`src/verilog/arcc_defs.svh`:
```
// arcc_defs.svh: named constants for the third regulator control block
// assumes: included by bare name from the package and the design module
`ifndef ARCC_DEFS_SVH
`define ARCC_DEFS_SVH

// chip operating mode codes
`define ARCC_MODE_INIT      3'h0
`define ARCC_MODE_NORMAL    3'h1
`define ARCC_MODE_STOP      3'h2
`define ARCC_MODE_SLEEP     3'h3
`define ARCC_MODE_RESTART   3'h4
`define ARCC_MODE_FAILSAFE  3'h5

// configuration state codes
`define ARCC_CFG_NONE       2'h0
`define ARCC_CFG_STANDALONE 2'h1
`define ARCC_CFG_LOADSHARE  2'h2

`endif

```
`src/verilog/arcc_pkg.sv`:
```
// arcc_pkg.sv: types shared by the third regulator control block
// assumes: arcc_defs.svh is on the include path
`include "arcc_defs.svh"

package arcc_pkg;

    // configuration lock state
    typedef enum logic [1:0] {
        ARCC_CFG_NONE_S  = `ARCC_CFG_NONE,
        ARCC_CFG_SA_S    = `ARCC_CFG_STANDALONE,
        ARCC_CFG_LS_S    = `ARCC_CFG_LOADSHARE
    } arcc_cfg_t;

    // software control bits, written over the serial interface
    typedef struct packed {
        logic standalone_enable;
        logic load_share_select;
        logic load_share_keep_in_stop;
        logic keep_on_below_input_uv;
    } arcc_ctrl_t;

    // analog and supervisor status inputs
    typedef struct packed {
        logic shunt_at_threshold;
        logic aux_output_low;
        logic input_supply_undervoltage;
    } arcc_sense_t;

    // status bits returned to software
    typedef struct packed {
        logic aux_overcurrent_flag;
        logic aux_undervoltage_flag;
        logic serial_cmd_error;
    } arcc_stat_t;

endpackage
```
`src/verilog/arcc_ctrl.sv`:
```
// arcc_ctrl.sv: configuration lock, enable and flags of the third regulator
// assumes: ctrl bits arrive with ctrl_write_in from same-clock serial logic;
// sense inputs are asynchronous; rst_in is the power-on reset only
//
// Operation
// - stand-alone lock keeps only on/off control
// - stand-alone reconfig ignored, no error flag
// - shunt threshold limits current, sets overcurrent
// - overcurrent flag cleared only when condition gone
// - stand-alone undervoltage sets undervoltage flag
// - load-share lock; later change sets error
// - stop without keep disables sharing temporarily
// - sharing active normal; stop if keep set
// - load-share gives no undervoltage indication
// - load-share regulator off in fail-safe
// - load-share never limits nor flags overcurrent
// - input undervoltage switches off unless keep bit
// - lock survives soft reset, cleared by power loss
`timescale 1ns/1ps
`include "arcc_defs.svh"

module arcc_ctrl (
    // clock and power-on reset
    input  wire logic               clk_sys_in,
    input  wire logic               rst_in,
    // serial register writes
    input  wire arcc_pkg::arcc_ctrl_t ctrl_in,
    input  wire logic               ctrl_write_in,
    input  wire logic               oc_clear_in,
    input  wire logic               uv_clear_in,
    input  wire logic               err_clear_in,
    input  wire logic               soft_reset_in,
    // chip mode and sensing
    input  wire logic [2:0]         chip_mode_in,
    input  wire arcc_pkg::arcc_sense_t sense_in,
    // regulator control and status
    output logic                    reg_enable_out,
    output logic                    current_limit_out,
    output arcc_pkg::arcc_cfg_t     cfg_out,
    output arcc_pkg::arcc_stat_t    stat_out
);
    import arcc_pkg::*;

    // ************************************************************
    // input synchronisers
    // ************************************************************
    arcc_sense_t sense_meta;
    arcc_sense_t sense_sync;
    logic [2:0]  mode_meta;
    logic [2:0]  mode_sync;

    // two flops on every asynchronous input
    always_ff @(posedge clk_sys_in or posedge rst_in) begin
        if (rst_in) begin
            sense_meta <= '0;
            sense_sync <= '0;
            mode_meta  <= `ARCC_MODE_INIT;
            mode_sync  <= `ARCC_MODE_INIT;
        end else begin
            sense_meta <= sense_in;
            sense_sync <= sense_meta;
            mode_meta  <= chip_mode_in;
            mode_sync  <= mode_meta;
        end
    end

    // ************************************************************
    // configuration lock
    // ************************************************************
    arcc_cfg_t  cfg;
    arcc_cfg_t  next_cfg;
    logic       sa_on;
    logic       ks_stop;
    logic       keep_uv;
    logic       try_sa;
    logic       try_ls;
    logic       ls_change;
    logic       is_normal;

    assign is_normal = (mode_sync == `ARCC_MODE_NORMAL);
    assign try_ls    = ctrl_write_in && ctrl_in.load_share_select;
    assign try_sa    = ctrl_write_in && ctrl_in.standalone_enable
                       && !ctrl_in.load_share_select && is_normal;
    // any write that departs from pure load-share is a change attempt
    assign ls_change = ctrl_write_in && (cfg == ARCC_CFG_LS_S)
                       && (ctrl_in.standalone_enable
                           || !ctrl_in.load_share_select);

    // first selection locks; later writes cannot move it
    always_comb begin
        next_cfg = cfg;
        case (cfg)
            ARCC_CFG_NONE_S: begin
                if (try_ls)
                    next_cfg = ARCC_CFG_LS_S;
                else if (try_sa)
                    next_cfg = ARCC_CFG_SA_S;
            end
            ARCC_CFG_SA_S:   next_cfg = cfg;
            ARCC_CFG_LS_S:   next_cfg = cfg;
            default:         next_cfg = ARCC_CFG_NONE_S;
        endcase
    end

    // lock held through soft reset, cleared only by power-on reset
    always_ff @(posedge clk_sys_in or posedge rst_in) begin
        if (rst_in)
            cfg <= ARCC_CFG_NONE_S;
        else
            cfg <= next_cfg;
    end

    // ************************************************************
    // software bits: on/off, keep-in-stop, keep below input uv
    // ************************************************************
    always_ff @(posedge clk_sys_in or posedge rst_in) begin
        if (rst_in) begin
            sa_on   <= 1'b0;
            ks_stop <= 1'b0;
            keep_uv <= 1'b0;
        end else if (soft_reset_in) begin
            sa_on   <= 1'b0;
            ks_stop <= 1'b0;
            keep_uv <= 1'b0;
        end else if (ctrl_write_in) begin
            // on/off stays usable after stand-alone lock
            sa_on   <= ctrl_in.standalone_enable
                       && (next_cfg == ARCC_CFG_SA_S);
            ks_stop <= ctrl_in.load_share_keep_in_stop;
            keep_uv <= ctrl_in.keep_on_below_input_uv;
        end
    end

    // ************************************************************
    // regulator enable
    // ************************************************************
    logic ls_mode_on;
    logic sa_mode_on;
    logic uv_off;
    logic next_enable;

    // load-share follows chip mode
    assign ls_mode_on = is_normal
        || (mode_sync == `ARCC_MODE_RESTART)
        || ((mode_sync == `ARCC_MODE_STOP) && ks_stop);
    // stand-alone holds its state except in init and fail-safe
    assign sa_mode_on = sa_on
        && (mode_sync != `ARCC_MODE_INIT)
        && (mode_sync != `ARCC_MODE_FAILSAFE);
    assign uv_off = sense_sync.input_supply_undervoltage && !keep_uv;
    assign next_enable = !uv_off && (
        ((cfg == ARCC_CFG_LS_S) && ls_mode_on)
        || ((cfg == ARCC_CFG_SA_S) && sa_mode_on));

    // ************************************************************
    // status flags, set wins over clear
    // ************************************************************
    logic oc_cond;
    logic uv_cond;
    logic oc_flag;
    logic uv_flag;
    logic err_flag;

    // limiting only acts in stand-alone
    assign oc_cond = (cfg == ARCC_CFG_SA_S) && reg_enable_out
                     && sense_sync.shunt_at_threshold;
    assign uv_cond = (cfg == ARCC_CFG_SA_S) && reg_enable_out
                     && sense_sync.aux_output_low;

    always_ff @(posedge clk_sys_in or posedge rst_in) begin
        if (rst_in) begin
            oc_flag  <= 1'b0;
            uv_flag  <= 1'b0;
            err_flag <= 1'b0;
        end else begin
            oc_flag  <= oc_cond || (oc_flag && !oc_clear_in);
            uv_flag  <= uv_cond || (uv_flag && !uv_clear_in);
            err_flag <= ls_change || (err_flag && !err_clear_in);
        end
    end

    // ************************************************************
    // registered outputs
    // ************************************************************
    always_ff @(posedge clk_sys_in or posedge rst_in) begin
        if (rst_in) begin
            reg_enable_out    <= 1'b0;
            current_limit_out <= 1'b0;
        end else begin
            reg_enable_out    <= next_enable;
            current_limit_out <= oc_cond;
        end
    end

    assign cfg_out  = cfg;
    assign stat_out = '{aux_overcurrent_flag:  oc_flag,
                        aux_undervoltage_flag: uv_flag,
                        serial_cmd_error:      err_flag};

    // ************************************************************
    // assertions
    // ************************************************************
    a_lock_holds: assert property (@(posedge clk_sys_in) disable iff (rst_in)
        (cfg != ARCC_CFG_NONE_S) |=> (cfg == $past(cfg)))
        else $error("configuration changed after lock");
    a_sa_no_error: assert property (@(posedge clk_sys_in) disable iff (rst_in)
        (cfg == ARCC_CFG_SA_S) && ctrl_write_in && !err_flag
        |=> !err_flag)
        else $error("error flag set in stand-alone");
    a_ls_change_err: assert property (@(posedge clk_sys_in)
        disable iff (rst_in)
        ls_change |=> err_flag && (cfg == ARCC_CFG_LS_S))
        else $error("load-share change not flagged");
    a_oc_sticky: assert property (@(posedge clk_sys_in) disable iff (rst_in)
        oc_flag && oc_cond |=> oc_flag)
        else $error("overcurrent flag cleared while present");
    a_oc_sets: assert property (@(posedge clk_sys_in) disable iff (rst_in)
        oc_cond |=> oc_flag && current_limit_out)
        else $error("overcurrent not flagged");
    a_ls_no_oc: assert property (@(posedge clk_sys_in) disable iff (rst_in)
        (cfg == ARCC_CFG_LS_S) && !oc_flag |=> !oc_flag)
        else $error("overcurrent in load-share");
    a_ls_no_uv: assert property (@(posedge clk_sys_in) disable iff (rst_in)
        (cfg == ARCC_CFG_LS_S) && !uv_flag |=> !uv_flag)
        else $error("undervoltage in load-share");
    a_ls_stop_off: assert property (@(posedge clk_sys_in)
        disable iff (rst_in)
        (cfg == ARCC_CFG_LS_S) && (mode_sync == `ARCC_MODE_STOP) && !ks_stop
        |=> !reg_enable_out)
        else $error("load-share on in stop");
    a_ls_normal_on: assert property (@(posedge clk_sys_in)
        disable iff (rst_in)
        (cfg == ARCC_CFG_LS_S) && is_normal && !uv_off
        |=> reg_enable_out)
        else $error("load-share off in normal");
    a_failsafe_off: assert property (@(posedge clk_sys_in)
        disable iff (rst_in)
        (mode_sync == `ARCC_MODE_FAILSAFE) |=> !reg_enable_out)
        else $error("regulator on in fail-safe");
    a_vsuv_off: assert property (@(posedge clk_sys_in) disable iff (rst_in)
        uv_off |=> !reg_enable_out)
        else $error("regulator on below input uv");
    a_uv_sets: assert property (@(posedge clk_sys_in) disable iff (rst_in)
        uv_cond |=> uv_flag)
        else $error("undervoltage not flagged");
    a_sa_onoff: assert property (@(posedge clk_sys_in) disable iff (rst_in)
        (cfg == ARCC_CFG_SA_S) && sa_on && is_normal && !uv_off
        |=> reg_enable_out)
        else $error("stand-alone on not honoured");

endmodule

```
`config.mk`:
```
export PLATFORM = sky130hd
export DESIGN_NAME = arcc_ctrl
export DESIGN_NICKNAME = d
export VERILOG_FILES = /design/src/verilog/arcc_pkg.sv /design/src/verilog/arcc_ctrl.sv
export VERILOG_INCLUDE_DIRS = /design/src /design/src/verilog
export SDC_FILE = /design/constraint.sdc
export NUM_CORES = 1
export LEC_CHECK = 0
export BUFFER_PORTS_ARGS = -buffer_cell sky130_fd_sc_hd__buf_2
export CAP_MARGIN = 20
export CORE_AREA = 2 2 44 46
export CTS_CLUSTER_DIAMETER = 120
export DETAILED_ROUTE_END_ITERATION = 7
export DIE_AREA = 0 0 46 48
export GPL_TIMING_DRIVEN = 0
export PLACE_DENSITY_LB_ADDON = 0.1
export SYNTH_ARGS = -nofsm -noshare
export SYNTH_HDL_FRONTEND = slang
export SYNTH_SLANG_ARGS = --single-unit
```
`constraint.sdc`:
```
create_clock -name clk_sys_in -period 1.46 [get_ports clk_sys_in]
set_input_delay 0.146 -clock clk_sys_in [delete_from_list [all_inputs] [get_ports clk_sys_in]]
set_output_delay 0.146 -clock clk_sys_in [all_outputs]
set_load 0.005 [all_outputs]
```
======== Word-level counts from Yosys, hierarchy flattened ========
Index checks and enable logic that the tools add are counted.
word-level totals
  output and inout bits ................... 7
  word-level logic and storage cells ...... 70
  register bits ........................... 22
cells by class
  equality and inequality tests ........... 7
  multiplexer cells ....................... 9
  reductions and logical operators ........ 37
operator list
  operator                                                         count
  1-bit logical AND                                                20
  1-bit logical OR                                                 7
  1-bit zero test                                                  6
  1-bit 2-to-1 mux                                                 6
  2-bit by 1-bit == test with 1-bit output, second input constant  2
  2-bit 2-to-1 mux                                                 2
  2-bit one-hot mux with 2 select lines                            1
  3-bit by 1-bit == test with 1-bit output, second input constant  1
  3-bit by 2-bit == test with 1-bit output, second input constant  1
  3-bit == test, second input constant                             1
  3-bit inequality test, second input constant                     1
  3-bit nonzero test                                               1
  2-bit == test, second input constant                             1
  2-bit zero test                                                  1
  2-bit nonzero test                                               1
  2-bit OR reduction                                               1

======== Depth between registers and ports, before layout ========
Gate-level depths: netlist (run 1).
  depth in word-level cells ............... 10
  mapped depth ............................ 4
  gate-level depth less buffers ........... 3

======== Worst setup path after synthesis (run 1) ========
Ideal clock, no wire load.
  path kind ............................... register to register
  from .................................... reg cfg[1] (netlist: cfg_out[1])
  to ...................................... reg sa_on
  cell stages (with the launch flop) ...... 3
  arrival time ............................ 1.105 ns
  slack ................................... 0.277 ns
  required time ........................... 1.383 ns
  cells stage by stage .................... dfrtp_1 or4_1 a21oi_1
on the way
  word-level cells in the longest chain between the ends .. 7
ends and longest elaborated chain
  item                                                                     line              RTL
  start, declared                                                          arcc_ctrl.sv:70   arcc_cfg_t cfg;
  start signal, assigned                                                   arcc_ctrl.sv:110  cfg <= next_cfg;
  2-bit == test (tied with other cells)                                    arcc_ctrl.sv:92   case (cfg)
  2-bit OR reduction (no line) / 2-bit 2-to-1 mux (equally long branches)  n/a
  2-bit one-hot mux with 2 select lines (*)                                arcc_ctrl.sv:92
  2-bit by 1-bit == test with 1-bit output (*)                             arcc_ctrl.sv:128  && (next_cfg == ARCC_CFG_SA_S);
  1-bit logical AND (*)                                                    arcc_ctrl.sv:128
  1-bit 2-to-1 mux (*)                                                     arcc_ctrl.sv:125  end else if (ctrl_write_in) begin
  1-bit 2-to-1 mux (*)                                                     arcc_ctrl.sv:121  end else if (soft_reset_in) begin
  end signal, assigned                                                     arcc_ctrl.sv:127  sa_on <= ctrl_in.standalone_enable
  end, declared                                                            arcc_ctrl.sv:72   logic sa_on;
Every way passes the cells marked *; elsewhere a longest branch is shown, timed or not. The select of a mux whose other input is x is not followed.
A chain may end at the register's enable or synchronous reset.

======== Worst setup path after layout (run 1) ========
Same ends and word-level chain as after synthesis.

==> results of run 1 <==
[cells by family after synthesis]
logic type / after synthesis / synth area share [%]
DFF: 22 / 69.62
buffers and inverters: 10 / 7.120
and+or+nand+nor: 15 / 10.13
muxes: 2 / 2.532
AOI/OAI and AO/OA: 11 / 9.493
xor gates and xnor gates: 1 / 1.108
[cells in the mapped netlist (2+ instances only)]
master                    number  area (um2)
sky130_fd_sc_hd__nor2_1        5       18.77
sky130_fd_sc_hd__buf_4         3       22.52
sky130_fd_sc_hd__a21o_1        2       15.01
sky130_fd_sc_hd__dfrtp_1      22       550.5
sky130_fd_sc_hd__inv_1         6       22.52
sky130_fd_sc_hd__nor2b_1       2       12.51
sky130_fd_sc_hd__a21oi_1       3       15.01
sky130_fd_sc_hd__nand2_1       2       7.510
sky130_fd_sc_hd__mux2i_1       2       20.02
[sequential cells by signal, indices dropped and copies added, names as in the netlist]
name / flops
sense_meta: 3
cfg_out: 2
sense_sync: 3
mode_meta: 3
uv_flag: 1
sa_on: 1
keep_uv: 1
err_flag: 1
current_limit_out: 1
ks_stop: 1
mode_sync: 3
oc_flag: 1
reg_enable_out: 1
[where the power goes]
group          leakage, uW  total [uW]  switching [uW]  internal (uW)
clock            0.0000210         311             160            152
sequential        0.000269         644            10.4            634
combinational     0.000256        82.6            34.5           48.0
[through the flow]
step | std cells | utilization, % | power (uW)
2_1_floorplan | 61 | - | 689.5
5_1_grt | 112 | 61.48 | 1087
3_3_place_gp | 100 | 54.59 | 722.4
4_1_cts | 112 | 61.48 | 1061
3_5_place_dp | 100 | 54.59 | 724.2
6_report | 112 | 61.48 | 1038
[layer usage]
| metal | vias to the layer above | GRT usage [%] | part of all wire (%) |
|---|---|---|---|
| li1 | 269 | - | - |
| met4 | 0 | 5.143 | 0 |
| met1 | 237 | 14.04 | 48 |
| met3 | 0 | 5.660 | 4.4 |
| met5 | - | 0 | 0 |
| met2 | 15 | 20.28 | 47 |
[final cells by class]
| cell class | instances | area, um2 | area share [%] |
|---|---|---|---|
| Clock buffer | 4 | 36.28 | 3.494 |
| Multi-Input combinational cell | 29 | 183.9 | 17.71 |
| Timing Repair Buffer | 30 | 190.2 | 18.31 |
| Buffer | 4 | 33.78 | 3.253 |
| Sequential cell | 22 | 550.5 | 53.01 |
| Inverter | 6 | 22.52 | 2.169 |
| Tap cell | 17 | 21.27 | 2.048 |
[worst min path at each step]
stage                          startpoint                       to  slack, ns  cells after the start
final                         uv_clear_in        uv_flag$_DFF_PP0_       0.02                      2
after global routing          uv_clear_in        uv_flag$_DFF_PP0_      0.005                      2
after CTS                     uv_clear_in        uv_flag$_DFF_PP0_     0.0005                      2
after detailed placement  chip_mode_in[0]   mode_meta[0]$_DFF_PP0_       0.26                      1
after global placement        sense_in[2]  sense_meta[2]$_DFF_PP0_       0.25                      1
after floorplan                    rst_in     cfg_out[0]$_DFF_PP0_       0.14                      1
==> metrics.md, run 1 <==
| Metric | Value |
|---|---|
| Logic depth of the worst setup path including buffers | 2 |
| Clock network latency to the later pin of the worst-skew pair | 0.29 ns |
| ANT nets after route | 0 |
| Worst setup path start | cfg_out[1]$_DFF_PP0_ |
| Detailed Routing Iterations Pass 1 | 4 |
| Crit path time final | 1.248 ns |
| Average via count per standard cell | 4.652 |
| Total I/O pin count | 24 |
| Cell with the largest stage delay on the worst path | sky130_fd_sc_hd__or4_1 |
| Family with the most delay on the worst path | simple AND/OR/NAND/NOR gates |
| Area growth from synthesis to layout | 31.33% |
| Number of nets produced by synthesis | 78 |
| Clock Path Buffers | 2 |
| Number of antenna cells inserted | 0 |
| R2r endpoint | sa_on$_DFFE_PP0P_ |
| Critical path endpoint category | flip-flop |
| Leakage dissipation | 0.0005465 uW |
| Initial DRC count | 5 |
| Hold WS | 0.01630 ns |
| Number of instances in the synthesized netlist | 61 |
| Detail-routed net length per standard cell | 10.31 um |
| Cell area power density | 999.5 nW/um2 |
| FILL cells | 144 |
| Number of register bits inferred by synthesis | 22 |
| Die area | 2208 um2 |
| Max-cap violation count | 0 |
| Total overflow reported by the global router | 0 |
| Synthesized area per cell | 12.96 um2 |
| Status | finished clean |
| Pin count of the biggest net entering global routing | 23 |
| Delay contributed by the slowest stage of the critical path | 0.57 ns |
| Height of the die | 48 um |
| Ratio of cells with drive above 1 in the final layout | 31.58% |
| Crit path required time | 1.69 ns |
| IO buf count | 22 |
| Transition time at the pin with the least slew margin | 0.7973 ns |
| Max Fanout on Critical Path | 9 |
| Start of the worst register-to-register path | cfg_out[1]$_DFF_PP0_ |
| Final GP Congestion | 0.7739 |
| Root Buffer | sky130_fd_sc_hd__clkbuf_4 |
| Fraction of synthesis flops using an asynchronous set or reset pin | 100.0% |
| Initial antenna violation count | 0 |
| Total clock buffers created by CTS | 3 |
| Fin worst setup slack | 0.2117 ns |
| Number of global-route vias before repair | 454 |
| Count of final hold-check violations | 0 |
| Total vias in the final route | 521 |
| Yosys warning total | 0 |
| Total wire length | 1.155 mm |
| Buffers and inverters on the worst path | 0 |
| Kind of start point of the critical path | flip-flop |
| Peak Freq | 801.1 MHz |
| Setup repair after global routing missed its margin | no |
| Synth unique cells | 23 |
| Largest voltage drop on the vdd net | 906.4 uV |
| Flop-to-flop setup slack | 0.21 ns |
| GRT Total Usage | 12.36% |
| Class of the most critical setup path | flip-flop to flip-flop |
| Hold Buf Count CTS | 8 |
| Post-Route Skew | 0.006273 ns |
| Standard cell core area | 1689 um2 |
| Number of setup violations in the final report | 0 |
| Commonest cells after routing, fill and taps aside | 22 x sky130_fd_sc_hd__dfrtp_1, 22 x sky130_fd_sc_hd__buf_2, 8 x sky130_fd_sc_hd__dlygate4sd3_1, 6 x sky130_fd_sc_hd__inv_1, 5 x sky130_fd_sc_hd__nor2_1 |
| Total Neg Setup Slack | 0 ns |
| Top flip-flop cell by instance count after synthesis | sky130_fd_sc_hd__dfrtp_1 |
| Floorplan die width | 46 um |
| Series of cell instances along the critical path | or4_1 > a21oi_1 |
| Initial core utilization | 46.81% |
| TritonCTS clock tree | yes |
| Max transition margin | 46.79% |
| Data arrival time at the worst-slack endpoint | 1.48 ns |
| Sequential-to-total area share from yosys stat | 69.62% |
| Clock transition at the registers of the reported paths | 0.11 ns |
| Number of placement rows | 15 |
| Summed area of non-filler cells in the final layout | 1039 um2 |
| First-pass GRT wire length | 1.814 mm |
| Total number of H-tree levels | 1 |
| Post-route fraction of the period consumed by the critical path | 85.50% |
| Crit path capture | sa_on$_DFFE_PP0P_ |
| Number of DRC violations after detailed routing | 0 |
| Synthesized area | 790.8 um2 |
| Net count of the finished layout | 113 |
| Number of cells traversed by the worst register-to-register path | 2 |
| Post-placement worst setup slack | 0.2359 ns |
| Count of final max-slew check failures | 0 |
| Post-synth EDFFs | 0 |
| Placed cell area | 922.1 um2 |
| CTS resizes | 0 |
| Worst hold path type | input pin to flip-flop |
| Total number of clock tree sinks | 22 |
| Post-CTS setup buffers | 0 |
Note: power is estimated with default switching activity, not from simulation.
==> run 2, diff against run 1 <==
--- a/config.mk
+++ b/config.mk
@@ -9,7 +9,8 @@
 export BUFFER_PORTS_ARGS = -buffer_cell sky130_fd_sc_hd__buf_2
 export CAP_MARGIN = 20
 export CORE_AREA = 2 2 44 46
-export CTS_CLUSTER_DIAMETER = 120
+export CTS_BUF_LIST = sky130_fd_sc_hd__clkbuf_16
+export CTS_CLUSTER_DIAMETER = 50
 export DETAILED_ROUTE_END_ITERATION = 7
 export DIE_AREA = 0 0 46 48
 export GPL_TIMING_DRIVEN = 0
==> constraint.sdc (replaced) <==
create_clock -name clk_sys_in -period 1.46 [get_ports clk_sys_in]
set_input_delay 0.073 -clock clk_sys_in [delete_from_list [all_inputs] [get_ports clk_sys_in]]
set_output_delay 0.073 -clock clk_sys_in [all_outputs]
set_load 0.005 [all_outputs]
==> run 2 against run 1 <==
Net effect:
- register-to-register slack is essentially flat
- via count increased by 0.77%
- count of clock-buffer cells in the layout decreased by 1
- clock power increased by 78%
- first-iteration DRC count grew 60%
- worst hold slack improved by 0.0058 ns
- cell count rose by 0.89%
- critical path depth unchanged
==> metrics.md, run 2 (same netlist as run 1, synthesis figures left out) <==
| Metric | Value |
|---|---|
| ANT nets after route | 0 (unchanged) |
| Worst hold path type | input pin to flip-flop |
| Clock network latency to the later pin of the worst-skew pair | 0.25 ns (-0.04 ns) |
| CTS resizes | 0 (unchanged) |
| Post-route fraction of the period consumed by the critical path | 84.67% (-0.83 points) |
| Initial antenna violation count | 0 (unchanged) |
| Total number of clock tree sinks | 22 (unchanged) |
| IO buf count | 22 (unchanged) |
| Crit path time final | 1.236 ns (-0.01208 ns) |
| Peak Freq | 808.9 MHz (+0.98%) |
| Total I/O pin count | 24 (unchanged) |
| Share of power burned in registers | 50.2% (-12 points) |
| Total Neg Setup Slack | 0 ns (unchanged) |
| Total clock buffers created by CTS | 3 (unchanged) |
| FILL cells | 136 (-5.6%) |
| Total overflow reported by the global router | 0 (unchanged) |
| Number of DRC violations after detailed routing | 0 (unchanged) |
| GR Layer Usage met2 | 20.28% (unchanged) |
| Total vias in the final route | 525 (+0.77%) |
| Start of the worst register-to-register path | cfg_out[1]$_DFF_PP0_ |
| Hold WS | 0.02206 ns (+0.005761 ns) |
| Power share of the combinational group | 6.6% (-1.4 points) |
| Standard cell core area | 1689 um2 (unchanged) |
| Worst setup path start | cfg_out[1]$_DFF_PP0_ |
| Critical path endpoint category | flip-flop |
| Global-route track usage on met3 | 6.792% (+1.1 points) |
| Ratio of cells with drive above 1 in the final layout | 30.21% (-1.4 points) |
| TritonCTS clock tree | yes |
| Setup repair after global routing missed its margin | no |
| Detail-routed net length per standard cell | 10.38 um (+0.66%) |
| Clock transition at the registers of the reported paths | 0.05 ns (-0.06 ns) |
| Floorplan die width | 46 um (unchanged) |
| Int Power | 1049 uW (+26%) |
| Total number of H-tree levels | 1 (unchanged) |
| Leakage dissipation | 0.0005683 uW (+4.0%) |
| Final GP Congestion | 0.7739 (unchanged) |
| Status | finished clean |
| GRT met1 Usage | 15.02% (+0.99 points) |
| Transition time at the pin with the least slew margin | 0.7889 ns (-0.008412 ns) |
| Worst min-delay path startpoint | soft_reset_in |
| Root Buffer | sky130_fd_sc_hd__clkbuf_16 |
| Post-Route Skew | 0.001161 ns (-0.005113 ns) |
| Total wire length | 1.173 mm (+1.6%) |
| Kind of start point of the critical path | flip-flop |
| Count of final hold-check violations | 0 (unchanged) |
| Switching Power | 235.4 uW (+15%) |
| Cell area power density | 1177 nW/um2 (+18%) |
| Net count of the finished layout | 114 (+0.88%) |
| Max-cap violation count | 0 (unchanged) |
| Max Fanout on Critical Path | 9 (unchanged) |
| Most Crowded Layer GR | met2 |
| Number of global-route vias before repair | 462 (+1.8%) |
| Number of setup violations in the final report | 0 (unchanged) |
| Max transition margin | 47.35% (+0.56 points) |
| Power share of the clock group | 43.2% (+13 points) |
| Final design utilization | 64.59% (+3.1 points) |
| Initial core utilization | 46.81% (unchanged) |
| Number of antenna cells inserted | 0 (unchanged) |
| Count of final max-slew check failures | 0 (unchanged) |
| Area growth from synthesis to layout | 37.98% |
| GRT Total Usage | 12.68% (+0.32 points) |
| Largest voltage drop on the vdd net | 1228 uV (+36%) |
| Initial DRC count | 8 (+3) |
| Crit path required time | 1.64 ns (-0.05 ns) |
| Commonest cells after routing, fill and taps aside | 22 x sky130_fd_sc_hd__dfrtp_1, 22 x sky130_fd_sc_hd__buf_2, 9 x sky130_fd_sc_hd__dlygate4sd3_1, 6 x sky130_fd_sc_hd__inv_1, 5 x sky130_fd_sc_hd__nor2_1 |
| Switching Fraction | 18.33% (-1.4 points) |
| Data arrival time at the worst-slack endpoint | 1.41 ns (-0.07 ns) |
| Number of placement rows | 15 (unchanged) |
| Class of the most critical setup path | flip-flop to flip-flop |
| First-pass GRT wire length | 1.869 mm (+3.0%) |
| Height of the die | 48 um (unchanged) |
| Pin count of the biggest net entering global routing | 23 (unchanged) |
| Average via count per standard cell | 4.646 (-0.12%) |
| Die area | 2208 um2 (unchanged) |
| Clock Path Buffers | 2 (unchanged) |
| Detailed Routing Iterations Pass 1 | 4 (unchanged) |
## run 2: cell count changes in the layout (fill, tap and decap cells not counted), sizes merged
cell and change:
clkbuf -1, dlygate4sd3 +1, clkinv +1
## run 2: timing repair
action / CTS / global route
buffers inserted: 0 / 0
hold endpoints to repair: 30 / 0
hold buffers: 9 / 0
## run 2: power by group through the flow
stage	Sequential (uW)	Clock [uW]	Combinational [uW]
after detailed placement	656	0	67.8
after floorplan	654	0	35.3
after CTS	645	569	86.2
final	645	555	84.5
after global placement	656	0	66.6
after global routing	648	592	95.3
## run 2: metal layers
| metal | vias up | share of wire, % |
|---|---|---|
| met5 | - | 0 |
| met4 | 0 | 0 |
| met3 | 0 | 6.6 |
| met2 | 18 | 47 |
| met1 | 237 | 47 |
| li1 | 270 | - |
## run 2: metrics by stage
step                worst slack (ns)  power (uW)  cell area [um2]  std cells
global route                  0.1401        1336             1091        113
finish                        0.2238        1284             1091        113
detailed placement            0.2359       724.2            922.1        100
global placement              0.2177       722.4            922.1        100
floorplan                     0.2771       689.5            790.8         61
CTS                           0.2218        1301             1091        113
## run 2: worst paths after layout
path                                           end  slack [ns]  depth (start not counted)
setup reg to reg                 sa_on$_DFFE_PP0P_        0.22                          2
hold / removal                 keep_uv$_DFFE_PP0P_        0.02                          2
setup / recovery                 sa_on$_DFFE_PP0P_        0.22                          2
min in group asynchronous  sense_sync[1]$_DFF_PP0_        0.52                          3
max in group asynchronous   mode_sync[2]$_DFF_PP0_        0.45                          3
hold reg to reg            sense_sync[2]$_DFF_PP0_        0.34                          0
## run 2: worst max-delay path, stage by stage, from the launching register on
cell and delay, ns:
sky130_fd_sc_hd__dfrtp_1 0.45, sky130_fd_sc_hd__or4_1 0.57, sky130_fd_sc_hd__a21oi_1 0.14
## run 2: layout make-up
class                   count  area (um2)  share of cell area, %
plain buffers               4       33.78                  3.096
clock buffers               3       75.07                  6.881
clock inverters             1       3.754                 0.3440
inverters                   6       22.52                  2.064
multi-input cells          29       183.9                  16.86
flip-flops and latches     22       550.5                  50.46
well taps                  17       21.27                  1.950
repair buffers             31       200.2                  18.35
